$ cat src/verilog/pst_map.svh
/*
 Address map, field positions, reset values and timing constants for the
 synthesizer settling and preamble-window register bank.
 Assumes inclusion by bare name; definitions only.
*/
`ifndef PST_MAP_SVH
`define PST_MAP_SVH

// ----------------------------------------
// Register offsets (byte addresses)
// ----------------------------------------
`define PST_ADDR_SETTLE 8'h53
`define PST_ADDR_BOOST 8'h54
`define PST_ADDR_TBUS 8'h60
`define PST_ADDR_CTRL 8'h61
`define PST_ADDR_STATUS 8'h62

// ----------------------------------------
// Reset values
// ----------------------------------------
`define PST_RST_SETTLE 8'h52
`define PST_RST_BOOST 8'h54
`define PST_RST_TBUS 8'h00

// ----------------------------------------
// Field positions
// ----------------------------------------
`define PST_SOFT_HI 7
`define PST_SOFT_LO 3
`define PST_POST_HI 2
`define PST_POST_LO 0
`define PST_THR_HI 5
`define PST_THR_LO 2
`define PST_REG_BOOST_BIT 1
`define PST_BIAS_BOOST_BIT 0
`define PST_TBUS_HI 5
`define PST_TBUS_LO 0

// ----------------------------------------
// Test-bus select codes
// ----------------------------------------
`define PST_TB_CLOCKS 6'h2c
`define PST_TB_RXPH 6'h31
`define PST_TB_ERRORS 6'h34

// ----------------------------------------
// Timing
// ----------------------------------------
`define PST_CLK_HZ 10000000
`define PST_US_PER_S 1000000
`define PST_US_CYCLES (`PST_CLK_HZ / `PST_US_PER_S)
`define PST_STEP_US 10
`define PST_PRE_BITS_PER_STEP 4
`define PST_READ_DIV 10

`endif

$ cat src/verilog/pst_pkg.sv
/*
 Types shared by the settling bank modules.
 Assumes pst_map.svh supplies the numeric constants.
*/
package pst_pkg;
	// Settling sequencer states
	typedef enum logic [1:0] {PST_IDLE, PST_SOFT, PST_POST} pst_state_t;
	// Timer mode requested by the core
	typedef enum logic [1:0] {PST_MODE_RETUNE, PST_MODE_POSTCAL, PST_MODE_COLD} pst_mode_t;
endpackage

$ cat src/verilog/pst_cfg_if.sv
/*
 Configuration carrier from the register bank to the settling timer.
 Assumes a single clock domain.
*/
`timescale 1ns/1ns
interface pst_cfg_if;
	logic [4:0] soft_settle_time;
	logic [2:0] postcal_settle_time;
	logic [3:0] bad_preamble_threshold;
	modport bank (output soft_settle_time, output postcal_settle_time,
		output bad_preamble_threshold);
	modport timer (input soft_settle_time, input postcal_settle_time,
		input bad_preamble_threshold);
endinterface

$ cat src/verilog/pst_bank.sv
/*
 Register bank for synthesizer settling times, invalid-preamble threshold,
 amplifier boost controls and the upper digital test-bus selections.
 Assumes a simple strobe register port on clk, and internal status inputs
 already in the clk domain.
*/
`timescale 1ns/1ns
`include "pst_map.svh"

// Functional notes
// - A cold start waits the soft settling time followed by the post-calibration time.
// - Bits 7:3 of the settle register give the retune wait, 0 to 310 us in 10 us steps.
// - The soft settling field resets to 100 us.
// - Bits 2:0 give the post-calibration wait, 0 to 70 us in 10 us steps.
// - The post-calibration field resets to 20 us.
// - Bits 5:2 of the boost register set the bad-preamble window, threshold times 4 bits.
// - Select 52 shows sync found, CRC error and header error on the three test pins.
// - Select 49 shows handler enable, valid preamble and packet searching.
// - Select 44 shows gated modulator clock, transmit clock and transmit clock over 10.
module pst_bank
	import pst_pkg::*;
(
	// Clock and reset
	input wire logic clk,
	input wire logic rst_n,
	// Register port
	input wire logic [7:0] reg_addr,
	input wire logic [7:0] reg_wdata,
	input wire logic reg_wr,
	input wire logic reg_rd,
	output logic [7:0] reg_rdata,
	// Settling control from the core
	input wire logic settle_start,
	input wire pst_mode_t settle_mode,
	output logic settle_busy,
	output logic settle_done,
	// Preamble evaluation
	input wire logic bit_tick,
	input wire logic pre_start,
	output logic pre_active,
	output logic pre_expired,
	// Amplifier boosts
	output logic amp_regulator_boost,
	output logic amp_bias_boost,
	// Receive handler signals
	input wire logic rx_handler_enable,
	input wire logic preamble_valid,
	input wire logic packet_searching,
	input wire logic sync_found,
	input wire logic crc_error,
	input wire logic header_error,
	// Transmit clocks
	input wire logic mod_clock_gated,
	input wire logic tx_clock,
	// Pin routing (set elsewhere by software)
	input wire logic [2:0] pin_test_route,
	// Test pins
	output logic [2:0] test_pin
);
	pst_cfg_if cfg ();
	logic [7:0] settle_reg;
	logic [7:0] next_settle_reg;
	logic [7:0] boost_reg;
	logic [7:0] next_boost_reg;
	logic [5:0] tbus_sel;
	logic [5:0] next_tbus_sel;
	logic [7:0] next_rdata;
	logic us_tick;
	logic tx_clk_q;
	logic [3:0] div_cnt;
	logic [3:0] next_div_cnt;
	logic fifo_read_clock;
	logic next_fifo_read_clock;
	logic [2:0] next_test_pin;
	logic [2:0] mux_val;

	// ----------------------------------------
	// Register file
	// ----------------------------------------

	// Write decode
	always_comb
	begin
		next_settle_reg = settle_reg;
		next_boost_reg = boost_reg;
		next_tbus_sel = tbus_sel;
		if (reg_wr)
		begin
			unique case (reg_addr)
				`PST_ADDR_SETTLE: next_settle_reg = reg_wdata;
				`PST_ADDR_BOOST: next_boost_reg = reg_wdata;
				`PST_ADDR_TBUS: next_tbus_sel = reg_wdata[`PST_TBUS_HI:`PST_TBUS_LO];
				default: next_tbus_sel = tbus_sel;
			endcase
		end
	end

	// Read decode; unmapped addresses read zero
	always_comb
	begin
		next_rdata = 8'h00;
		if (reg_rd)
		begin
			unique case (reg_addr)
				`PST_ADDR_SETTLE: next_rdata = settle_reg;
				`PST_ADDR_BOOST: next_rdata = boost_reg;
				`PST_ADDR_TBUS: next_rdata = {2'b00, tbus_sel};
				`PST_ADDR_STATUS: next_rdata = {4'h0, pre_expired, pre_active,
					settle_done, settle_busy};
				default: next_rdata = 8'h00;
			endcase
		end
	end

	// Registers and read data; resets give 100 us and 20 us
	always_ff @(posedge clk)
	begin
		if (!rst_n)
		begin
			settle_reg <= `PST_RST_SETTLE;
			boost_reg <= `PST_RST_BOOST;
			tbus_sel <= 6'(`PST_RST_TBUS);
			reg_rdata <= 8'h00;
		end
		else
		begin
			settle_reg <= next_settle_reg;
			boost_reg <= next_boost_reg;
			tbus_sel <= next_tbus_sel;
			reg_rdata <= next_rdata;
		end
	end

	// Field fan-out
	assign cfg.soft_settle_time = settle_reg[`PST_SOFT_HI:`PST_SOFT_LO];
	assign cfg.postcal_settle_time = settle_reg[`PST_POST_HI:`PST_POST_LO];
	assign cfg.bad_preamble_threshold = boost_reg[`PST_THR_HI:`PST_THR_LO];
	assign amp_regulator_boost = boost_reg[`PST_REG_BOOST_BIT];
	assign amp_bias_boost = boost_reg[`PST_BIAS_BOOST_BIT];

	// ----------------------------------------
	// Timers
	// ----------------------------------------

	pst_us_tick u_tick (
		.clk(clk),
		.rst_n(rst_n),
		.us_tick(us_tick)
	);

	pst_settle_timer u_timer (
		.clk(clk),
		.rst_n(rst_n),
		.us_tick(us_tick),
		.bit_tick(bit_tick),
		.cfg(cfg.timer),
		.settle_start(settle_start),
		.settle_mode(settle_mode),
		.settle_busy(settle_busy),
		.settle_done(settle_done),
		.pre_start(pre_start),
		.pre_active(pre_active),
		.pre_expired(pre_expired)
	);

	// ----------------------------------------
	// Test bus
	// ----------------------------------------

	// Read clock: toggles every 5 transmit clock rising edges, giving tx_clock / 10
	always_comb
	begin
		next_div_cnt = div_cnt;
		next_fifo_read_clock = fifo_read_clock;
		if (tx_clock && !tx_clk_q)
		begin
			if (div_cnt == 4'((`PST_READ_DIV / 2) - 1))
			begin
				next_div_cnt = 4'h0;
				next_fifo_read_clock = !fifo_read_clock;
			end
			else
				next_div_cnt = div_cnt + 4'h1;
		end
	end

	always_ff @(posedge clk)
	begin
		if (!rst_n)
		begin
			tx_clk_q <= 1'b0;
			div_cnt <= 4'h0;
			fifo_read_clock <= 1'b0;
		end
		else
		begin
			tx_clk_q <= tx_clock;
			div_cnt <= next_div_cnt;
			fifo_read_clock <= next_fifo_read_clock;
		end
	end

	// Select mux; codes not handled here drive low
	always_comb
	begin
		unique case (tbus_sel)
			`PST_TB_ERRORS: mux_val = {header_error, crc_error, sync_found};
			`PST_TB_RXPH: mux_val = {packet_searching, preamble_valid,
				rx_handler_enable};
			`PST_TB_CLOCKS: mux_val = {fifo_read_clock, tx_clock, mod_clock_gated};
			default: mux_val = 3'h0;
		endcase
		next_test_pin = mux_val & pin_test_route;
	end

	// Registered pins; clocks on the bus are sampled at clk rate
	always_ff @(posedge clk)
	begin
		if (!rst_n)
			test_pin <= 3'h0;
		else
			test_pin <= next_test_pin;
	end
endmodule // pst_bank

$ cat src/verilog/pst_us_tick.sv
/*
 Microsecond tick divider: one-cycle pulse every microsecond of clk.
 Assumes clk at the rate set in pst_map.svh.
*/
`timescale 1ns/1ns
`include "pst_map.svh"
module pst_us_tick
	import pst_pkg::*;
(
	// Clock and reset
	input wire logic clk,
	input wire logic rst_n,
	// Tick out
	output logic us_tick
);
	localparam logic [7:0] LAST = 8'((`PST_US_CYCLES) - 1);
	logic [7:0] cnt;
	logic [7:0] next_cnt;

	// Wrap counter, tick on the last count
	always_comb
	begin
		next_cnt = (cnt == LAST) ? 8'h00 : cnt + 8'h01;
		us_tick = (cnt == LAST);
	end

	always_ff @(posedge clk)
	begin
		if (!rst_n)
			cnt <= 8'h00;
		else
			cnt <= next_cnt;
	end
endmodule // pst_us_tick

$ cat src/verilog/pst_settle_timer.sv
/*
 Synthesizer settling timer and invalid-preamble window counter.
 Assumes a microsecond tick and a bit-period tick from the same clock.
*/
`timescale 1ns/1ns
`include "pst_map.svh"
module pst_settle_timer
	import pst_pkg::*;
(
	// Clock and reset
	input wire logic clk,
	input wire logic rst_n,
	// Timebases
	input wire logic us_tick,
	input wire logic bit_tick,
	// Configuration
	pst_cfg_if.timer cfg,
	// Settling control
	input wire logic settle_start,
	input wire pst_mode_t settle_mode,
	output logic settle_busy,
	output logic settle_done,
	// Preamble window
	input wire logic pre_start,
	output logic pre_active,
	output logic pre_expired
);
	pst_state_t state;
	pst_state_t next_state;
	logic [8:0] us_left;
	logic [8:0] next_us_left;
	logic next_done;
	logic [5:0] pre_left;
	logic [5:0] next_pre_left;
	logic next_pre_exp;

	// Field value times step size, in microseconds
	function automatic logic [8:0] to_us(input logic [4:0] steps);
		to_us = 9'(steps * `PST_STEP_US);
	endfunction

	// Soft phase then post phase; cold start runs both in turn
	always_comb
	begin
		next_state = state;
		next_us_left = us_left;
		next_done = 1'b0;
		if (settle_start)
		begin
			unique case (settle_mode)
				PST_MODE_POSTCAL:
				begin
					next_state = PST_POST;
					next_us_left = to_us({2'b00, cfg.postcal_settle_time});
				end
				default:
				begin
					next_state = PST_SOFT;
					next_us_left = to_us(cfg.soft_settle_time);
				end
			endcase
		end
		else if (state != PST_IDLE)
		begin
			if (us_left == 9'h000)
			begin
				if (state == PST_SOFT && settle_mode == PST_MODE_COLD)
				begin
					next_state = PST_POST;
					next_us_left = to_us({2'b00, cfg.postcal_settle_time});
				end
				else
				begin
					next_state = PST_IDLE;
					next_done = 1'b1;
				end
			end
			else if (us_tick)
				next_us_left = us_left - 9'h001;
		end
	end

	always_ff @(posedge clk)
	begin
		if (!rst_n)
		begin
			state <= PST_IDLE;
			us_left <= 9'h000;
			settle_done <= 1'b0;
		end
		else
		begin
			state <= next_state;
			us_left <= next_us_left;
			settle_done <= next_done;
		end
	end

	assign settle_busy = (state != PST_IDLE);

	// Window of threshold x 4 bit periods
	always_comb
	begin
		next_pre_left = pre_left;
		next_pre_exp = 1'b0;
		if (pre_start)
			next_pre_left = 6'(cfg.bad_preamble_threshold * `PST_PRE_BITS_PER_STEP);
		else if (pre_left != 6'h00 && bit_tick)
		begin
			next_pre_left = pre_left - 6'h01;
			next_pre_exp = (pre_left == 6'h01);
		end
	end

	always_ff @(posedge clk)
	begin
		if (!rst_n)
		begin
			pre_left <= 6'h00;
			pre_expired <= 1'b0;
		end
		else
		begin
			pre_left <= next_pre_left;
			pre_expired <= next_pre_exp;
		end
	end

	assign pre_active = (pre_left != 6'h00);
endmodule // pst_settle_timer

$ cat config.mk
export PLATFORM = sky130hd
export DESIGN_NAME = pst_bank
export DESIGN_NICKNAME = d
export VERILOG_FILES = /design/src/verilog/pst_pkg.sv /design/src/verilog/pst_cfg_if.sv /design/src/verilog/pst_bank.sv /design/src/verilog/pst_us_tick.sv /design/src/verilog/pst_settle_timer.sv
export VERILOG_INCLUDE_DIRS = /design/src /design/src/verilog
export SDC_FILE = /design/constraint.sdc
export NUM_CORES = 1
export LEC_CHECK = 0
export ABC_AREA = 0
export BUFFER_PORTS_ARGS = -buffer_cell sky130_fd_sc_hd__buf_4
export CAP_MARGIN = 0
export CORE_MARGIN = 10
export CORE_UTILIZATION = 50
export CTS_CLUSTER_DIAMETER = 60
export DETAILED_ROUTE_END_ITERATION = 10
export PLACE_DENSITY = 0.72
export SLEW_MARGIN = 20
export SYNTH_ARGS = -nofsm -noshare
export SYNTH_HDL_FRONTEND = slang
export SYNTH_HIERARCHICAL = 1
export SYNTH_SLANG_ARGS = --single-unit
$ cat constraint.sdc
create_clock -name clk -period 4.38 [get_ports clk]
set_input_delay 0.438 -clock clk [delete_from_list [all_inputs] [get_ports clk]]
set_output_delay 0.438 -clock clk [all_outputs]
set_load 0.01 [all_outputs]
==> results.cfg, run 1 <==
[run_status]
status = finished, final reports clean

[setup_path]
worstPathArrival_ps = 2760
worstSetupPathType = flip-flop to flip-flop
critPathCaptureType = flip-flop
cp.required_ps = 4630
cp-start-kind = flip-flop
critPathMaxFanout = 6

[clock_network]
cts_buffer_depth = 2
root_buffer = clkbuf_8
path_clk_slew_ps = 70
cts_max_level = 3
postCtsHoldBufs = 0
cts_setup_buffers = 0
cts_tree = yes
ctsResizeCount = 0
numCtsBuffers = 9
cts_sinks = 66
insertion_delay_ps = 350

[routing]
dr.pass1.iters = 4
drtIter0Drc = 175
drcViolationCount = 0
ant_nets = 0
wl_um = 9040
post_drt_via_cell_ratio = 5.82
route.vias.total = 3317
wire_per_inst_um = 15.9

[place]
dpl_worst_slack_ps = 1880
dp.cells = 554
gp_congestion = 0.894
portBuffers = 52
placed_area_mm2 = 0.00407
hpwl_um = 6760

[global_routing]
grt_max_degree = 53
grt.met2_usage_pct = 27.0
grt-ovfl-total = 0
grt_use_total_pct = 16.6
gr-usage-met1_pct = 19.9
grt_pass1_wl_um = 15500
grt-busiest-layer = met2
grt_pass1_vias = 3232
antenna_found_initial = 0
use_met3_pct = 5.54

[power_and_ir_drop]
p_leak_nw = 1.73
p_total_mw = 1.38
vdd_drop_max_mv = 0.187
p_per_area_mw_per_mm2 = 323

[timing]
drv_slew = 0
post-route-min-period_ps = 2510
setup_violations = 0
fin_skew_ps = 12.6
whs_ps = 317
tightest_slew_ps = 881
max_freq_mhz = 399
rsz0062_at_grt = false
hold_viol_final = 0
max_slew_margin_pct = 40.5
tns_ps = 0
fin_ws_ps = 1870
fin_crit_sh_pct = 57.2

[final_layout]
largest_reg_flops = 9
fin_area_mm2 = 0.00429
fillers = 643
drive_above_1_share_pct = 17.4
fin_util_pct = 59.8
n_antenna_cell = 0
ff_latch_area_mm2 = 0.00132
syn_to_final_growth_pct = 17.8
top_register = u_timer/us_left
final_cells = 570
final_nets = 519
multi_input_area_mm2 = 0.00214

[floorplanning]
die_x_um = 105
row_count = 31
initial_core_util_pct = 50.8
placeableCoreArea_mm2 = 0.00718
pin_count = 53
die_area_mm2 = 0.0111
die_y_um = 105

[logic_synthesis]
yosysSeqAreaShare_pct = 36.3
syn_nets = 473
yosys.cell_types.count = 73
syn_avg_cell_area_um2 = 8.67
async_flop_share_pct = 0
synth_edf_count = 0
synthFlopType = dfxtp_1
synth_area_mm2 = 0.00364
ys_warn_count = 6
syn_inst = 420
ys_ff_latch = 66

[min_path]
hp-class = input pin to flip-flop

[job]
cap_viol_max_count = 0
synth_stat cells, types with 2 or more instances:
| cell | n | area [um^2] |
|---|---|---|
| dfxtp_1 | 66 | 1320 |
| nand3_1 | 40 | 200 |
| nand2_1 | 36 | 135 |
| inv_1 | 27 | 101 |
| nor2_1 | 25 | 93.8 |
| a21oi_1 | 22 | 110 |
| ha_1 | 16 | 200 |
| a21boi_0 | 15 | 113 |
| o21ai_0 | 15 | 75.1 |
| and3_1 | 10 | 62.6 |
| clkbuf_1 | 9 | 33.8 |
| mux2i_1 | 8 | 80.1 |
| nor2b_1 | 7 | 43.8 |
| a22o_1 | 6 | 52.6 |
| a22oi_1 | 6 | 45.0 |
| nand4_1 | 6 | 37.5 |
| or3_1 | 6 | 37.5 |
| xnor2_1 | 6 | 52.6 |
| a211oi_1 | 5 | 37.5 |
| buf_2 | 5 | 25.0 |
| and2_1 | 4 | 25.0 |
| nor4_1 | 4 | 25.0 |
| o211ai_1 | 4 | 30.0 |
| o22ai_1 | 4 | 25.0 |
| a21o_1 | 3 | 22.5 |
| o32ai_1 | 3 | 26.3 |
| or4_1 | 3 | 22.5 |
| a222oi_1 | 2 | 20.0 |
| a311oi_1 | 2 | 17.5 |
| and4b_1 | 2 | 20.0 |
| buf_4 | 2 | 15.0 |
| nand2b_1 | 2 | 12.5 |
| nand3b_1 | 2 | 15.0 |
| nor3_1 | 2 | 10.0 |
| nor3b_1 | 2 | 15.0 |
| nor4b_4 | 2 | 47.6 |
| nor4bb_1 | 2 | 20.0 |
| o311a_1 | 2 | 20.0 |
| o31ai_1 | 2 | 15.0 |
| xor2_1 | 2 | 17.5 |
power by group:
part | leakage (nW) | internal [mW] | switching (mW)
sequential | 0.536 | 0.615 | 0.0216
combinational | 1.08 | 0.0824 | 0.0980
clock | 0.110 | 0.323 | 0.245
total | 1.73 | 1.02 | 0.364
cell type report:
| cell class | instances | area share (%) |
|---|---|---|
| tap | 99 | 2.89 |
| timing repair buffer | 52 | 9.10 |
| clock buffer | 10 | 2.97 |
| sequential | 66 | 30.8 |
| inverter | 27 | 2.36 |
| multi-input combinational | 310 | 49.8 |
| clock inverter | 6 | 2.13 |
cell families (layout without fill, tap and decap cells):
logic type	count (synthesis)	count (layout)	synth area share, %
flops	66	66	36.3
mux	9	9	2.51
simple gates	170	170	26.6
xor+xnor	8	8	1.92
fa+ha+maj	17	17	6.04
compound gates	106	106	21.5
buf+inv	44	95	5.12
placed cells by master, fill, tap and decap left out, types with 5 or more instances in the layout:
cell type	n
dfxtp_1	66
buf_4	52
nand3_1	40
nand2_1	36
inv_1	27
nor2_1	25
a21oi_1	22
ha_1	16
a21boi_0	15
o21ai_0	15
and3_1	10
clkbuf_8	9
mux2i_1	8
nor2b_1	7
a22o_1	6
a22oi_1	6
nand4_1	6
or3_1	6
xnor2_1	6
a211oi_1	5
layer usage:
layer	wire length [um]	part of all wire [%]
met3	520	5.7
met2	4400	49
met4	184	2.0
met5	0	0
met1	3940	44
path summary, 6_finish.rpt:
kind / startpoint / endpoint / slack, ps / cells past startpoint
setup / recovery: u_tick/cnt[0] / u_timer/us_left[1] / 1870 / 7
hold / removal: pin_test_route[1] / test_pin[1] / 320 / 2
setup reg to reg: u_tick/cnt[0] / u_timer/us_left[1] / 1870 / 7
hold reg to reg: boost_reg[6] / boost_reg[6] / 470 / 2
critical path, stage by stage (launching register included):
cell and delay [ps]:
dfxtp_1 420, ha_1 190, nand2_1 110, nor4_1 450, o21ai_0 340, a21oi_1 450
o31ai_1 170, o32ai_1 290
(Power assumes the default switching activity.)
==> inputs of run 2 (changes only) <==
Settings changed: PLACE_DENSITY 0.72 to 0.75.
Clock period 4.38 ns to 2.3 ns, I/O delays scaled along.
==> run 2 against run 1 <==
  * Critical path depth grew 1
  * Sequential power increased by 90%
  * Clock skew decreased by 5.3 ps
  * Flip-flop and latch count stayed put
  * Final cell count up 1.8%
  * Final area increased by 1.1%
  * Largest power group unchanged
  * Largest cell class unchanged
  * Sequential share of layout area down 0.35 points
  * Combinational power grew 100%
  * Fmax rose by 20%
==> results.cfg, run 2 (same netlist as run 1, synthesis figures left out) <==
[power_and_ir_drop]
p_total_mw = 2.53
p_per_area_mw_per_mm2 = 583
p_seq_share_pct = 47.8
pwr-share-clk_pct = 37.9
p_sw_mw = 0.692
switching_share_pct = 27.3
pwr-share-comb_pct = 14.3
internal-power_mw = 1.84
vdd_drop_max_mv = 0.298
p_leak_nw = 1.76

[final_layout]
fin_area_mm2 = 0.00434
final_nets = 529
drive_above_1_share_pct = 19.3
multi_input_area_mm2 = 0.00214
final_cell_mix = 66 x dfxtp_1, 62 x buf_4, 40 x nand3_1
largest_reg_flops = 9
syn_to_final_growth_pct = 19.1
top_register = u_timer/us_left
n_antenna_cell = 0
final_common_cell = dfxtp_1
final_cells = 580
ff_latch_area_mm2 = 0.00132
fillers = 643
fin_util_pct = 60.5

[routing]
wl_um = 9290
post_drt_via_cell_ratio = 5.81
ant_nets = 0
dr.pass1.iters = 5
drtIter0Drc = 195
wire_per_inst_um = 16.0
drcViolationCount = 0
route.vias.total = 3372

[floorplanning]
die_x_um = 105
placeableCoreArea_mm2 = 0.00718
pin_count = 53
row_count = 31
die_area_mm2 = 0.0111
initial_core_util_pct = 50.8
die_y_um = 105

[setup_path]
cp.required_ps = 2530
critPathMaxFanout = 4
reg2reg_depth = 8
critPathCaptureType = flip-flop
worstSetupPathType = flip-flop to flip-flop
worstPathArrival_ps = 2320
cp-start-kind = flip-flop

[place]
gp_congestion = 0.909
hpwl_um = 6940
dpl_worst_slack_ps = 235
dp.cells = 564
portBuffers = 52
placed_area_mm2 = 0.00415

[timing]
max_freq_mhz = 478
tightest_slew_ps = 521
drv_slew = 0
setup_violations = 0
whs_ps = 105
fin_skew_ps = 7.28
hold_viol_final = 0
post-route-min-period_ps = 2090
rsz0062_at_grt = false
fin_ws_ps = 210
fin_crit_sh_pct = 90.9
tns_ps = 0
max_slew_margin_pct = 65.2

[clock_network]
cts_sinks = 66
numCtsBuffers = 9
insertion_delay_ps = 340
cts_setup_buffers = 0
cts_buffer_depth = 2
root_buffer = clkbuf_8
cts_tree = yes
ctsResizeCount = 0
postCtsHoldBufs = 0
path_clk_slew_ps = 80
cts_max_level = 3

[job]
cap_viol_max_count = 0

[global_routing]
grt_pass1_vias = 3375
grt_max_degree = 53
grt_use_total_pct = 16.8
grt_pass1_wl_um = 15700
grt-ovfl-total = 0
antenna_found_initial = 0

[min_path]
hold_depth = 2
hp-class = input pin to flip-flop

[run_status]
status = finished, final reports clean
[run 2: changes by cell type in the layout (fill, tap and decap cells not counted)]
cell / before / now
clkinv_2: 1 / 3
clkinv_4: 3 / 0
buf_4: 52 / 62
clkbuf_1: 1 / 0
clkinvlp_4: 0 / 2
inv_6: 0 / 1
bufinv_16: 2 / 1
[run 2: area by class of cell]
cell class                      count  area share [%]
Multi-Input combinational cell    310            49.2
Timing Repair Buffer               62            10.7
Inverter                           27            2.33
Clock buffer                        9            2.85
Sequential cell                    66            30.4
Tap cell                           99            2.85
Clock inverter                      7            1.59
[run 2: critical path, cell delays in order, from the launching register on]
cell       delay [ps]
dfxtp_1           330
or3_4             400
nor4_1            190
buf_4             170
o21ai_0           110
buf_4             170
nor4_1            280
a2111oi_2          90
o221a_1           240
[run 2: path summary, 6_finish.rpt]
path | start | endpoint | slack [ps]
worst max-delay path | u_tick/cnt[5] | u_timer/us_left[5] | 210
worst min-delay path | pin_test_route[2] | test_pin[2] | 110
worst max register to register | u_tick/cnt[5] | u_timer/us_left[5] | 210
worst min register to register | boost_reg[6] | boost_reg[6] | 480
[run 2: power groups by stage]
stage,Sequential (mW),Clock (mW),Combinational (mW)
final,1.21,0.959,0.363
after global routing,1.21,1.03,0.400
after CTS,1.21,0.988,0.361
after detailed placement,1.24,0,0.358
after global placement,1.23,0,0.352
after floorplan,1.23,0,0.224
[run 2: layer usage]
metal	GRT usage (%)	up-vias	wire length, um
met4	7.55	0	193
met5	0	-	0
li1	-	1669	-
met1	20.4	1601	4080
met2	27.8	88	4540
met3	3.71	14	468
